<file path="src/design/ea_decode_pkg.sv">
// Shared constants and types for the operand and effective-address decoder
package ea_decode_pkg;

  // Effective-address field patterns: upper nibble, low three bits or whole byte
  localparam logic [3:0] EA_REG_DIRECT = 4'hA;
  localparam logic [3:0] EA_PREDEC     = 4'hB;
  localparam logic [3:0] EA_POSTINC    = 4'hC;
  localparam logic [3:0] EA_INDIRECT   = 4'hD;
  localparam logic [3:0] EA_DISP8      = 4'hE;
  localparam logic [3:0] EA_DISP16     = 4'hF;
  localparam logic [3:0] EA_ABS_SHORT  = 4'h0;
  localparam logic [3:0] EA_ABS_LONG   = 4'h1;
  localparam logic [2:0] EA_ABS_LOW    = 3'h5;
  localparam logic [7:0] EA_IMM8       = 8'h04;
  localparam logic [7:0] EA_IMM16      = 8'h0C;

  // Prefix byte taken by the decimal and peripheral-transfer operations
  localparam logic [7:0] PREFIX_BYTE   = 8'h00;

  // Field positions within the effective-address byte
  localparam int SIZE_BIT_POS  = 3;
  localparam int REG_FIELD_LSB = 0;

  // Register number of the stack pointer
  localparam logic [2:0] STACK_POINTER_REG = 3'h7;

  // Reset values
  localparam logic [15:0] WORD_RESET = 16'h0000;
  localparam logic [1:0]  EXT_RESET  = 2'h0;

  // Decoded addressing modes
  typedef enum logic [3:0] {
    MODE_NONE, MODE_REG_DIRECT, MODE_INDIRECT, MODE_DISP8, MODE_DISP16,
    MODE_PREDEC, MODE_POSTINC, MODE_IMM8, MODE_IMM16,
    MODE_ABS_SHORT, MODE_ABS_LONG, MODE_PC_REL8, MODE_PC_REL16
  } ea_mode_t;

  // Memory access sizes
  typedef enum logic [1:0] {
    ACC_BYTE, ACC_WORD
  } acc_size_t;

endpackage

</file>
<file path="src/design/gen_reg_file.sv">
// Eight 16-bit general registers with byte-lane write and registered reads
module gen_reg_file (
  input  wire logic        mclk,
  input  wire logic        resetn,
  input  wire logic [2:0]  rd_a_sel,
  output logic      [15:0] rd_a_data,
  input  wire logic [2:0]  rd_b_sel,
  output logic      [15:0] rd_b_data,
  input  wire logic        wr_en,
  input  wire logic [2:0]  wr_sel,
  input  wire logic        wr_hi_en,
  input  wire logic [15:0] wr_data
);

  logic [15:0] regs [8];

  // Upper lane only written when asked, so byte writes keep it
  always_ff @(posedge mclk or negedge resetn) begin
    if (!resetn) begin
      for (int i = 0; i < 8; i++) begin
        regs[i] <= ea_decode_pkg::WORD_RESET;
      end
      rd_a_data <= ea_decode_pkg::WORD_RESET;
      rd_b_data <= ea_decode_pkg::WORD_RESET;
    end else begin
      if (wr_en) begin
        regs[wr_sel][7:0] <= wr_data[7:0];
        if (wr_hi_en) begin
          regs[wr_sel][15:8] <= wr_data[15:8];
        end
      end
      rd_a_data <= regs[rd_a_sel];
      rd_b_data <= regs[rd_b_sel];
    end
  end

endmodule

</file>
<file path="src/design/operand_ea_decode.sv">
// Operand formatting and effective-address decoder for the 16-bit CPU
// Behaviour
// [RQ1] Byte and BCD operands come from register bits 7..0; bits 15..8 ignored.
// [RQ2] Byte or BCD register writes leave the upper eight bits unchanged.
// [RQ3] Longword uses even register for high half, next register for low half.
// [RQ4] BCD byte: bits 7..4 upper digit, bits 3..0 lower digit.
// [RQ5] Word memory access at odd address raises address error, no access.
// [RQ6] Word in memory: high byte at even address, low byte at odd.
// [RQ7] Bit operations on memory fetch byte or word, select bit by number.
// [RQ8] Exception stack saves and restores always use word accesses.
// [RQ9] Pre-decrement or post-increment on stack pointer always word access.
// [RQ10] Stack access with odd stack pointer raises address error.
// [RQ11] General format: EA byte, then extension bytes, then operation code.
// [RQ12] General format takes zero to two extension bytes set by EA byte.
// [RQ13] Decimal and peripheral operations accept a prefix byte before opcode.
// [RQ14] Special format: one or two opcode bytes, then zero to three EA bytes.
// [RQ15] Upper nibble A,D,E,F,B,C select the six register-based modes.
// [RQ16] 00000100 is one-byte immediate, 00001100 two-byte immediate.
// [RQ17] 0000 s 101 short absolute with base register; 0001 s 101 long absolute.
// [RQ18] PC-relative has no EA field; implied by branch opcode, 1 or 2 bytes.
// [RQ19] Size bit clear selects byte operand, set selects word.
// [RQ20] Three-bit register field selects registers 0 to 7 in binary.
// [RQ21] Adjust by one for byte, two for word, always two for stack pointer.
// [RQ22] Undefined EA pattern signals an invalid instruction.
module operand_ea_decode (
  input  wire logic        mclk,
  input  wire logic        resetn,
  // Instruction byte stream
  input  wire logic        ibyte_valid,
  input  wire logic [7:0]  ibyte,
  output logic             ibyte_ready,
  input  wire logic        special_fmt,
  input  wire logic        op_two_bytes,
  input  wire logic        op_has_ea,
  input  wire logic        op_pc_rel16,
  input  wire logic        op_pc_rel,
  input  wire logic        prefix_expected,
  input  wire logic [7:0]  short_base_register,
  // Decoded result
  output logic             dec_valid,
  output logic [3:0]       dec_mode,
  output logic             dec_word,
  output logic [2:0]       dec_reg,
  output logic [15:0]      dec_ext,
  output logic [15:0]      dec_opcode,
  output logic             dec_prefixed,
  output logic             dec_invalid,
  input  wire logic        dec_ready,
  // Effective address and operand
  output logic [15:0]      ea_addr,
  output logic [15:0]      reg_adjusted,
  output logic [15:0]      operand,
  output logic [7:0]       bcd_upper_digit,
  output logic [7:0]       bcd_lower_digit,
  // Memory access check
  input  wire logic        mem_req,
  input  wire logic [15:0] mem_addr,
  input  wire logic        mem_word,
  input  wire logic        mem_exc_stack,
  input  wire logic        mem_bit_op,
  input  wire logic [3:0]  mem_bit_num,
  input  wire logic [15:0] mem_rdata,
  output logic             mem_go,
  output logic             mem_word_eff,
  output logic             addr_error,
  output logic             bit_value,
  // Register writeback
  input  wire logic        wb_en,
  input  wire logic [2:0]  wb_reg,
  input  wire logic        wb_word,
  input  wire logic        wb_long,
  input  wire logic [31:0] wb_data,
  output logic [31:0]      long_read
);

  // Byte-stream sequencer states
  typedef enum logic [2:0] {
    ST_OP, ST_EA, ST_EXT, ST_PREFIX, ST_OPC, ST_DONE
  } dec_state_t;

  // All state in one register
  typedef struct packed {
    // Sequencer
    dec_state_t  st;
    logic        op_second;
    logic [1:0]  ext_left;
    // Captured instruction
    logic [15:0] ext;
    logic [15:0] opcode;
    logic [7:0]  ea_byte;
    logic        prefixed;
    logic        invalid;
    logic [3:0]  mode;
    // Longword writeback phase
    logic        long_half;
    // Datapath views
    logic [15:0] operand;
    logic [15:0] ea_addr;
    logic [15:0] adj;
    // Access answers
    logic        addr_err;
    logic        mem_go;
    logic        mem_word;
    logic        bit_val;
  } state_t;

  state_t s_r, s_nxt;

  // Decode one EA byte into a mode and the count of extension bytes
  function automatic logic [5:0] ea_classify(input logic [7:0] b);
    ea_decode_pkg::ea_mode_t m;
    logic [1:0] n;
    m = ea_decode_pkg::MODE_NONE;
    n = 2'h0;
    unique case (b[7:4]) // [RQ15]
      ea_decode_pkg::EA_REG_DIRECT: m = ea_decode_pkg::MODE_REG_DIRECT;
      ea_decode_pkg::EA_INDIRECT:   m = ea_decode_pkg::MODE_INDIRECT;
      ea_decode_pkg::EA_DISP8: begin
        m = ea_decode_pkg::MODE_DISP8;
        n = 2'h1;
      end
      ea_decode_pkg::EA_DISP16: begin
        m = ea_decode_pkg::MODE_DISP16;
        n = 2'h2;
      end
      ea_decode_pkg::EA_PREDEC:     m = ea_decode_pkg::MODE_PREDEC;
      ea_decode_pkg::EA_POSTINC:    m = ea_decode_pkg::MODE_POSTINC;
      ea_decode_pkg::EA_ABS_SHORT: begin
        if (b == ea_decode_pkg::EA_IMM8) begin // [RQ16]
          m = ea_decode_pkg::MODE_IMM8;
          n = 2'h1;
        end else if (b == ea_decode_pkg::EA_IMM16) begin
          m = ea_decode_pkg::MODE_IMM16;
          n = 2'h2;
        end else if (b[2:0] == ea_decode_pkg::EA_ABS_LOW) begin // [RQ17]
          m = ea_decode_pkg::MODE_ABS_SHORT;
          n = 2'h1;
        end
      end
      ea_decode_pkg::EA_ABS_LONG: begin
        if (b[2:0] == ea_decode_pkg::EA_ABS_LOW) begin // [RQ17]
          m = ea_decode_pkg::MODE_ABS_LONG;
          n = 2'h2;
        end
      end
      default: m = ea_decode_pkg::MODE_NONE; // [RQ22]
    endcase
    return {m, n};
  endfunction

  // Step by one or two; stack pointer always two
  function automatic logic [15:0] step_of(input logic word, input logic [2:0] r);
    return (word || r == ea_decode_pkg::STACK_POINTER_REG) ? 16'h0002 : 16'h0001; // [RQ21]
  endfunction

  // Fields of the captured EA byte
  wire logic       sz_bit  = s_r.ea_byte[ea_decode_pkg::SIZE_BIT_POS]; // [RQ19]
  wire logic [2:0] reg_num = s_r.ea_byte[ea_decode_pkg::REG_FIELD_LSB +: 3]; // [RQ20]
  logic [15:0] rf_a, rf_b;
  logic [2:0]  rd_a_sel;
  logic [2:0]  rd_b_sel;
  logic [2:0]  wr_sel;
  logic [15:0] wr_data;
  logic        is_stack_mode;

  // Longword reads come from the pair: A the even register, B its partner
  assign rd_a_sel = wb_long ? {wb_reg[2:1], 1'b0} : reg_num; // [RQ3]
  assign rd_b_sel = wb_long ? {wb_reg[2:1], 1'b1} : reg_num; // [RQ3]
  // Longword writes put the high half in the even register first
  assign wr_sel  = wb_long ? {wb_reg[2:1], s_r.long_half} : wb_reg; // [RQ3]
  assign wr_data = (wb_long && !s_r.long_half) ? wb_data[31:16] : wb_data[15:0];
  // Stack pointer named in an auto step mode
  assign is_stack_mode = (s_r.mode == 4'(ea_decode_pkg::MODE_PREDEC) ||
                          s_r.mode == 4'(ea_decode_pkg::MODE_POSTINC)) &&
                         reg_num == ea_decode_pkg::STACK_POINTER_REG;

  gen_reg_file gen_reg_file_inst (
    .mclk      (mclk),
    .resetn    (resetn),
    .rd_a_sel  (rd_a_sel),
    .rd_a_data (rf_a),
    .rd_b_sel  (rd_b_sel),
    .rd_b_data (rf_b),
    .wr_en     (wb_en),
    .wr_sel    (wr_sel),
    .wr_hi_en  (wb_word | wb_long), // [RQ2]
    .wr_data   (wr_data)
  );

  // Byte-stream sequencer, operand and access checks
  always_comb begin
    logic [5:0] cls;
    logic       word_acc;
    dec_state_t cur_st;
    s_nxt = s_r;
    cls = ea_classify(ibyte);
    // Stack traffic is forced to words whatever the stated size
    word_acc = mem_word | mem_exc_stack | is_stack_mode; // [RQ8] [RQ9]
    // General format has no leading opcode: its first byte is the EA field
    cur_st = (s_r.st == ST_OP && !special_fmt && !op_pc_rel) ? ST_EA : s_r.st; // [RQ11]
    s_nxt.mem_go = 1'b0;
    s_nxt.addr_err = 1'b0;
    // One byte per edge, in the order of the format
    unique case (cur_st)
      ST_OP: if (ibyte_valid) begin // [RQ14]
        s_nxt.opcode = s_r.op_second ? {s_r.opcode[7:0], ibyte} : {8'h00, ibyte};
        s_nxt.ext = ea_decode_pkg::WORD_RESET;
        s_nxt.prefixed = 1'b0;
        if (op_two_bytes && !s_r.op_second) begin
          s_nxt.op_second = 1'b1;
        end else begin
          s_nxt.op_second = 1'b0;
          if (op_pc_rel) begin // [RQ18]
            s_nxt.mode = op_pc_rel16 ? 4'(ea_decode_pkg::MODE_PC_REL16)
                                     : 4'(ea_decode_pkg::MODE_PC_REL8);
            s_nxt.ext_left = op_pc_rel16 ? 2'h2 : 2'h1;
            s_nxt.invalid = 1'b0;
            s_nxt.st = ST_EXT;
          end else begin
            s_nxt.mode = 4'(ea_decode_pkg::MODE_NONE);
            s_nxt.invalid = 1'b0;
            s_nxt.st = op_has_ea ? ST_EA : ST_DONE;
          end
        end
      end
      // EA field: mode, size bit and register number
      ST_EA: if (ibyte_valid) begin // [RQ11]
        // Fresh operand: no stale extension or prefix from the last one
        s_nxt.ext = ea_decode_pkg::WORD_RESET;
        s_nxt.prefixed = 1'b0;
        s_nxt.ea_byte = ibyte;
        s_nxt.mode = cls[5:2];
        s_nxt.ext_left = cls[1:0]; // [RQ12]
        s_nxt.invalid = cls[5:2] == 4'(ea_decode_pkg::MODE_NONE); // [RQ22]
        if (cls[1:0] != 2'h0) begin
          s_nxt.st = ST_EXT;
        end else if (special_fmt) begin
          s_nxt.st = ST_DONE;
        end else begin
          s_nxt.st = prefix_expected ? ST_PREFIX : ST_OPC;
        end
      end
      // Extension or displacement bytes
      ST_EXT: if (ibyte_valid) begin
        s_nxt.ext = {s_r.ext[7:0], ibyte}; // First byte is high
        s_nxt.ext_left = s_r.ext_left - 2'h1;
        if (s_r.ext_left == 2'h1) begin
          if (special_fmt || op_pc_rel) begin
            s_nxt.st = ST_DONE;
          end else begin
            s_nxt.st = prefix_expected ? ST_PREFIX : ST_OPC;
          end
        end
      end
      // Prefix of the decimal and peripheral operations
      ST_PREFIX: if (ibyte_valid) begin // [RQ13]
        s_nxt.prefixed = ibyte == ea_decode_pkg::PREFIX_BYTE;
        s_nxt.invalid = s_r.invalid | (ibyte != ea_decode_pkg::PREFIX_BYTE);
        s_nxt.st = ST_OPC;
      end
      // Trailing opcode of the general format
      ST_OPC: if (ibyte_valid) begin
        s_nxt.opcode = {8'h00, ibyte};
        s_nxt.st = ST_DONE;
      end
      // Result stands until the consumer takes it
      ST_DONE: if (dec_ready) begin
        s_nxt.st = ST_OP;
      end
      default: s_nxt.st = ST_OP;
    endcase

    // Effective address and pre/post adjusted register value
    unique case (s_r.mode)
      4'(ea_decode_pkg::MODE_DISP8):
        s_nxt.ea_addr = rf_b + {{8{s_r.ext[7]}}, s_r.ext[7:0]};
      4'(ea_decode_pkg::MODE_DISP16):  s_nxt.ea_addr = rf_b + s_r.ext;
      4'(ea_decode_pkg::MODE_PREDEC):
        s_nxt.ea_addr = rf_b - step_of(sz_bit, reg_num);
      4'(ea_decode_pkg::MODE_ABS_SHORT):
        s_nxt.ea_addr = {short_base_register, s_r.ext[7:0]}; // [RQ17]
      4'(ea_decode_pkg::MODE_ABS_LONG): s_nxt.ea_addr = s_r.ext;
      default: s_nxt.ea_addr = rf_b;
    endcase
    // Register value after its auto step
    unique case (s_r.mode)
      4'(ea_decode_pkg::MODE_PREDEC):  s_nxt.adj = rf_b - step_of(sz_bit, reg_num); // [RQ21]
      4'(ea_decode_pkg::MODE_POSTINC): s_nxt.adj = rf_b + step_of(sz_bit, reg_num);
      default: s_nxt.adj = rf_b;
    endcase

    // Operand view: byte sizes zero-fill the upper half
    unique case (s_r.mode)
      4'(ea_decode_pkg::MODE_IMM8):  s_nxt.operand = {8'h00, s_r.ext[7:0]};
      4'(ea_decode_pkg::MODE_IMM16): s_nxt.operand = s_r.ext;
      default: s_nxt.operand = sz_bit ? rf_b : {8'h00, rf_b[7:0]}; // [RQ1]
    endcase

    // Alignment check on the forced size; an odd word never goes out
    if (mem_req) begin
      s_nxt.mem_word = word_acc;
      s_nxt.addr_err = word_acc & mem_addr[0]; // [RQ5] [RQ10]
      s_nxt.mem_go = ~(word_acc & mem_addr[0]);
    end
    // Bit test on a fetched operand; high byte sits at the even address
    s_nxt.bit_val = mem_bit_op &
                    (mem_word ? mem_rdata[mem_bit_num] : mem_rdata[mem_bit_num[2:0]]); // [RQ7] [RQ6]

    // Longword writeback alternates high then low half
    s_nxt.long_half = wb_en & wb_long & ~s_r.long_half; // [RQ3]
  end

  // Single state register
  always_ff @(posedge mclk or negedge resetn) begin
    if (!resetn) begin
      s_r <= '0;
    end else begin
      s_r <= s_nxt;
    end
  end

  // Handshake and decode result
  assign ibyte_ready     = s_r.st != ST_DONE;
  assign dec_valid       = s_r.st == ST_DONE;
  assign dec_mode        = s_r.mode;
  assign dec_word        = sz_bit;
  assign dec_reg         = reg_num;
  assign dec_ext         = s_r.ext;
  assign dec_opcode      = s_r.opcode;
  assign dec_prefixed    = s_r.prefixed;
  assign dec_invalid     = s_r.invalid;
  assign ea_addr         = s_r.ea_addr;
  assign reg_adjusted    = s_r.adj;
  assign operand         = s_r.operand;
  // BCD digits as seen in the low byte
  assign bcd_upper_digit = {4'h0, s_r.operand[7:4]}; // [RQ4]
  assign bcd_lower_digit = {4'h0, s_r.operand[3:0]};
  // Access answers, one cycle after the request
  assign mem_go          = s_r.mem_go;
  assign mem_word_eff    = s_r.mem_word;
  assign addr_error      = s_r.addr_err;
  assign bit_value       = s_r.bit_val;
  assign long_read       = {rf_a, rf_b}; // [RQ3]

endmodule

</file>
<file path="config.mk">
export PLATFORM = sky130hd
export DESIGN_NAME = operand_ea_decode
export DESIGN_NICKNAME = d
export VERILOG_FILES = /design/src/design/ea_decode_pkg.sv /design/src/design/gen_reg_file.sv /design/src/design/operand_ea_decode.sv
export SDC_FILE = /design/constraint.sdc
export NUM_CORES = 1
export LEC_CHECK = 0
export BUFFER_PORTS_ARGS = -buffer_cell sky130_fd_sc_hd__buf_2
export CAP_MARGIN = 10
export CELL_PAD_IN_SITES_DETAIL_PLACEMENT = 0
export CELL_PAD_IN_SITES_GLOBAL_PLACEMENT = 1
export CORE_UTILIZATION = 29
export DETAILED_ROUTE_END_ITERATION = 10
export PLACE_DENSITY = 0.64
export SLEW_MARGIN = 0
export SYNTH_ARGS = -nofsm -noshare
export SYNTH_HDL_FRONTEND = slang
export SYNTH_SLANG_ARGS = --single-unit
</file>
<file path="constraint.sdc">
create_clock -name mclk -period 4.3 [get_ports mclk]
set_clock_uncertainty 0.05 [all_clocks]
set_input_delay 0.215 -clock mclk [delete_from_list [all_inputs] [get_ports mclk]]
set_output_delay 0.215 -clock mclk [all_outputs]
set_load 0.05 [all_outputs]
</file>
==> results.txt <==
Most frequent cells in the layout = nand2_1, dfrtp_1, buf_2, o21ai_0, nor2_1
CP Launch Type = flip-flop
Drt wl/cell = 19.3 um
HPWL Detailed = 32.3 mm
Clk_lat worst skew = 540 ps
Met2 Usage GRT = 28.9%
Most used flip-flop cell after synthesis = dfrtp_1
Worst setup slack before clock tree synthesis = 889 ps
IO Pins = 248
Initial DRC Count = 757
Sw Share = 47.2%
Maxcap violations = 0
Highest clock rate = 0.291 GHz
Die width = 228 um
Register area share after synthesis = 44.2%
YS warnings = 0
Flop pwr share = 29.9%
Clock Tree Buf Depth = 3
Tightest Pin Transition = 1170 ps
Reg2Reg Setup Slack = 870 ps
Number of vias per cell = 4.94
Rel. slew slack = 21.2%
Final min period = 3430 ps
Max reg flops = 128
Period utilization = 79.9%
Hold Path Cell Cnt = 4
Via count = 11800
P&R area growth vs syn = 16.7%
Cells after synthesis = 1598
Combinational Power Share = 47.4%
Nets = 1829
Required @ worst endpoint = 4670 ps
R2r worst-path depth = 10
R2r endpoint = ea_addr[13]
Setup slack after layout = 865 ps
Overflow after GRT = 0
# rows = 82
Pwr Density = 816 nW/um^2
Met3 Resource Use GR = 3.14%
CP arrival = 3800 ps
CTS Sinks = 261
Num CTS Buffers = 34
Largest net degree at the start of global routing = 112
Gpl congestion = 0.818
Netlist cell types = 79
PostCTS Resize Cnt = 0
Final Hold Viols = 0
CP Class = flip-flop to flip-flop
End point of the critical path = ea_addr[13]
Async SR Flop Fraction = 100%
Fill cell count = 5233
CP Capture Type = flip-flop
Die ar. = 51900 sq um
Vias in the first global route = 11800
P_leak = 7.78 nW
Share of cells above drive strength 1 = 24.2%
Reg-to-reg startpoint = dec_mode[2]
Commonest non-fill, non-tap cell in the layout = nand2_1
Peak fanout along the critical path = 17
Gr usage total = 17.9%
Detailed Routing Iterations Pass 1 = 7
GR peak layer = met2
Cts hold-fix bufs = 18
Clock Power Share = 22.8%
Worst-path clk slew = 60 ps
Internal power = 7.44 mW
Residual DRC count = 0
Antenna cells = 0
Root Buffer = clkbuf_16
Largest register by flop count = gen_reg_file_inst.regs
Total Neg Setup Slack = 0 ps
Number of synthesized flops with an enable pin = 0
Final Slew Violations = 0
Post-CTS setup buffers = 0
WL final = 46.2 mm
Min-Delay Path Class = primary input to flip-flop
Die height = 228 um
Final setup viols = 0
Psw = 6.65 mW
Global-route wire length before repair = 72.5 mm
CTS tree = built
ANT nets after route = 0
Initial Util = 29.4%
Port Buf Inserts = 224
Initial antenna violation count = 0
Synthesized area per cell = 9.26 sq um
Status = complete, no violations
CTS HTree Levels = 2
Met1 Use GR = 24.5%
Synth Register Bits = 261
Core Region = 50300 sq um
Critical path startpoint = dec_mode[2]
RSZ-0062 raised after global routing = false
Mapped cell area = 14800 sq um
Worst IR Drop VDD = 0.273 mV
[cells by family (layout without fill, tap and decap cells)]
group | after synthesis | count (layout) | synth area share, %
simple gates | 621 | 621 | 19.1
compound gates | 346 | 346 | 14.1
flops | 261 | 261 | 44.2
buf+inv | 221 | 342 | 8.71
mux | 96 | 96 | 10.1
xor+xnor | 28 | 28 | 1.66
fa+ha+maj | 24 | 24 | 2.18
other cells | 1 | 8 | 0.0253
[cells in the mapped netlist, types with 5 or more instances]
cell type  instances  area, sq um
o21ai_0          135          676
nand3_1           93          465
xnor2_1           19          166
o21ai_1            6         30.0
buf_1              7         26.3
dfrtp_1          261         6530
a211oi_1           5         37.5
nand2b_1           9         56.3
mux2i_1           19          190
a31oi_1           11         68.8
or2_2              9         56.3
o211ai_1           8         60.1
buf_4            109          818
nand2_1          292         1100
nand4_1            5         31.3
clkbuf_1          75          282
buf_2              9         45.0
nor2_1           133          499
ha_1              21          263
inv_1             15         56.3
mux2_2            38          428
buf_6              5         56.3
mux4_2            37          833
a221oi_1          11         96.3
nor2b_1           12         75.1
xor2_1             9         78.8
a21o_1             8         60.1
a21oi_1          101          505
and3_1            10         62.6
a22o_1            17          149
nor3_1            12         60.1
[worst max-delay path, stage by stage, from the launching register on]
cell	delay [ps]
dfrtp_1	710
nor4b_2	290
buf_4	210
nand2b_1	260
nand2_1	90
ha_1	450
and4_1	270
o2111a_1	260
o211ai_1	140
and4_1	220
or3b_1	340
[power groups by stage]
stage	Sequential, mW	Combinational, mW	Clock, mW
finish	4.21	6.67	3.21
global route	4.35	7.21	3.40
CTS	4.22	6.72	3.31
detailed placement	4.25	6.68	0
global placement	4.22	6.65	0
floorplan	4.38	5.15	0
[layer usage]
layer  wire length [um]  share of wire [%]
met2              21700                 47
met3               2270                4.9
met5                  0                  0
met4               1040                2.3
met1              21100                 46
[area by class of cell]
| class | instances | area, sq um | share of cell area (%) |
|---|---|---|---|
| multi-input combinational | 1123 | 7050 | 40.9 |
| sequential | 261 | 6530 | 37.8 |
| timing repair buffer | 266 | 1500 | 8.71 |
| clock buffer | 46 | 987 | 5.72 |
| tap | 672 | 841 | 4.87 |
| clock inverter | 15 | 285 | 1.65 |
| inverter | 15 | 56.3 | 0.326 |
[metrics by stage]
step / instance area, sq um / util [%] / power (mW) / hold WS, ps / std cells
global placement: 15800 / 31.4 / 10.9 / 305 / 2319
global route: 17300 / 34.3 / 15.0 / 76.2 / 2398
CTS: 17300 / 34.3 / 14.2 / 48.6 / 2398
finish: 17300 / 34.3 / 14.1 / 62.7 / 2398
detailed placement: 15800 / 31.4 / 10.9 / 307 / 2319
floorplan: 14800 / - / 9.53 / -131 / 1605
[worst min-delay path by stage]
stage | startpoint | end
after detailed placement | resetn | s_r[102]
after global routing | op_has_ea | s_r[104]
after global placement | resetn | s_r[104]
final | op_has_ea | s_r[104]
after CTS | op_has_ea | s_r[104]
after floorplan | resetn | addr_error
No activity file was read; power rests on OpenSTA's default activity.
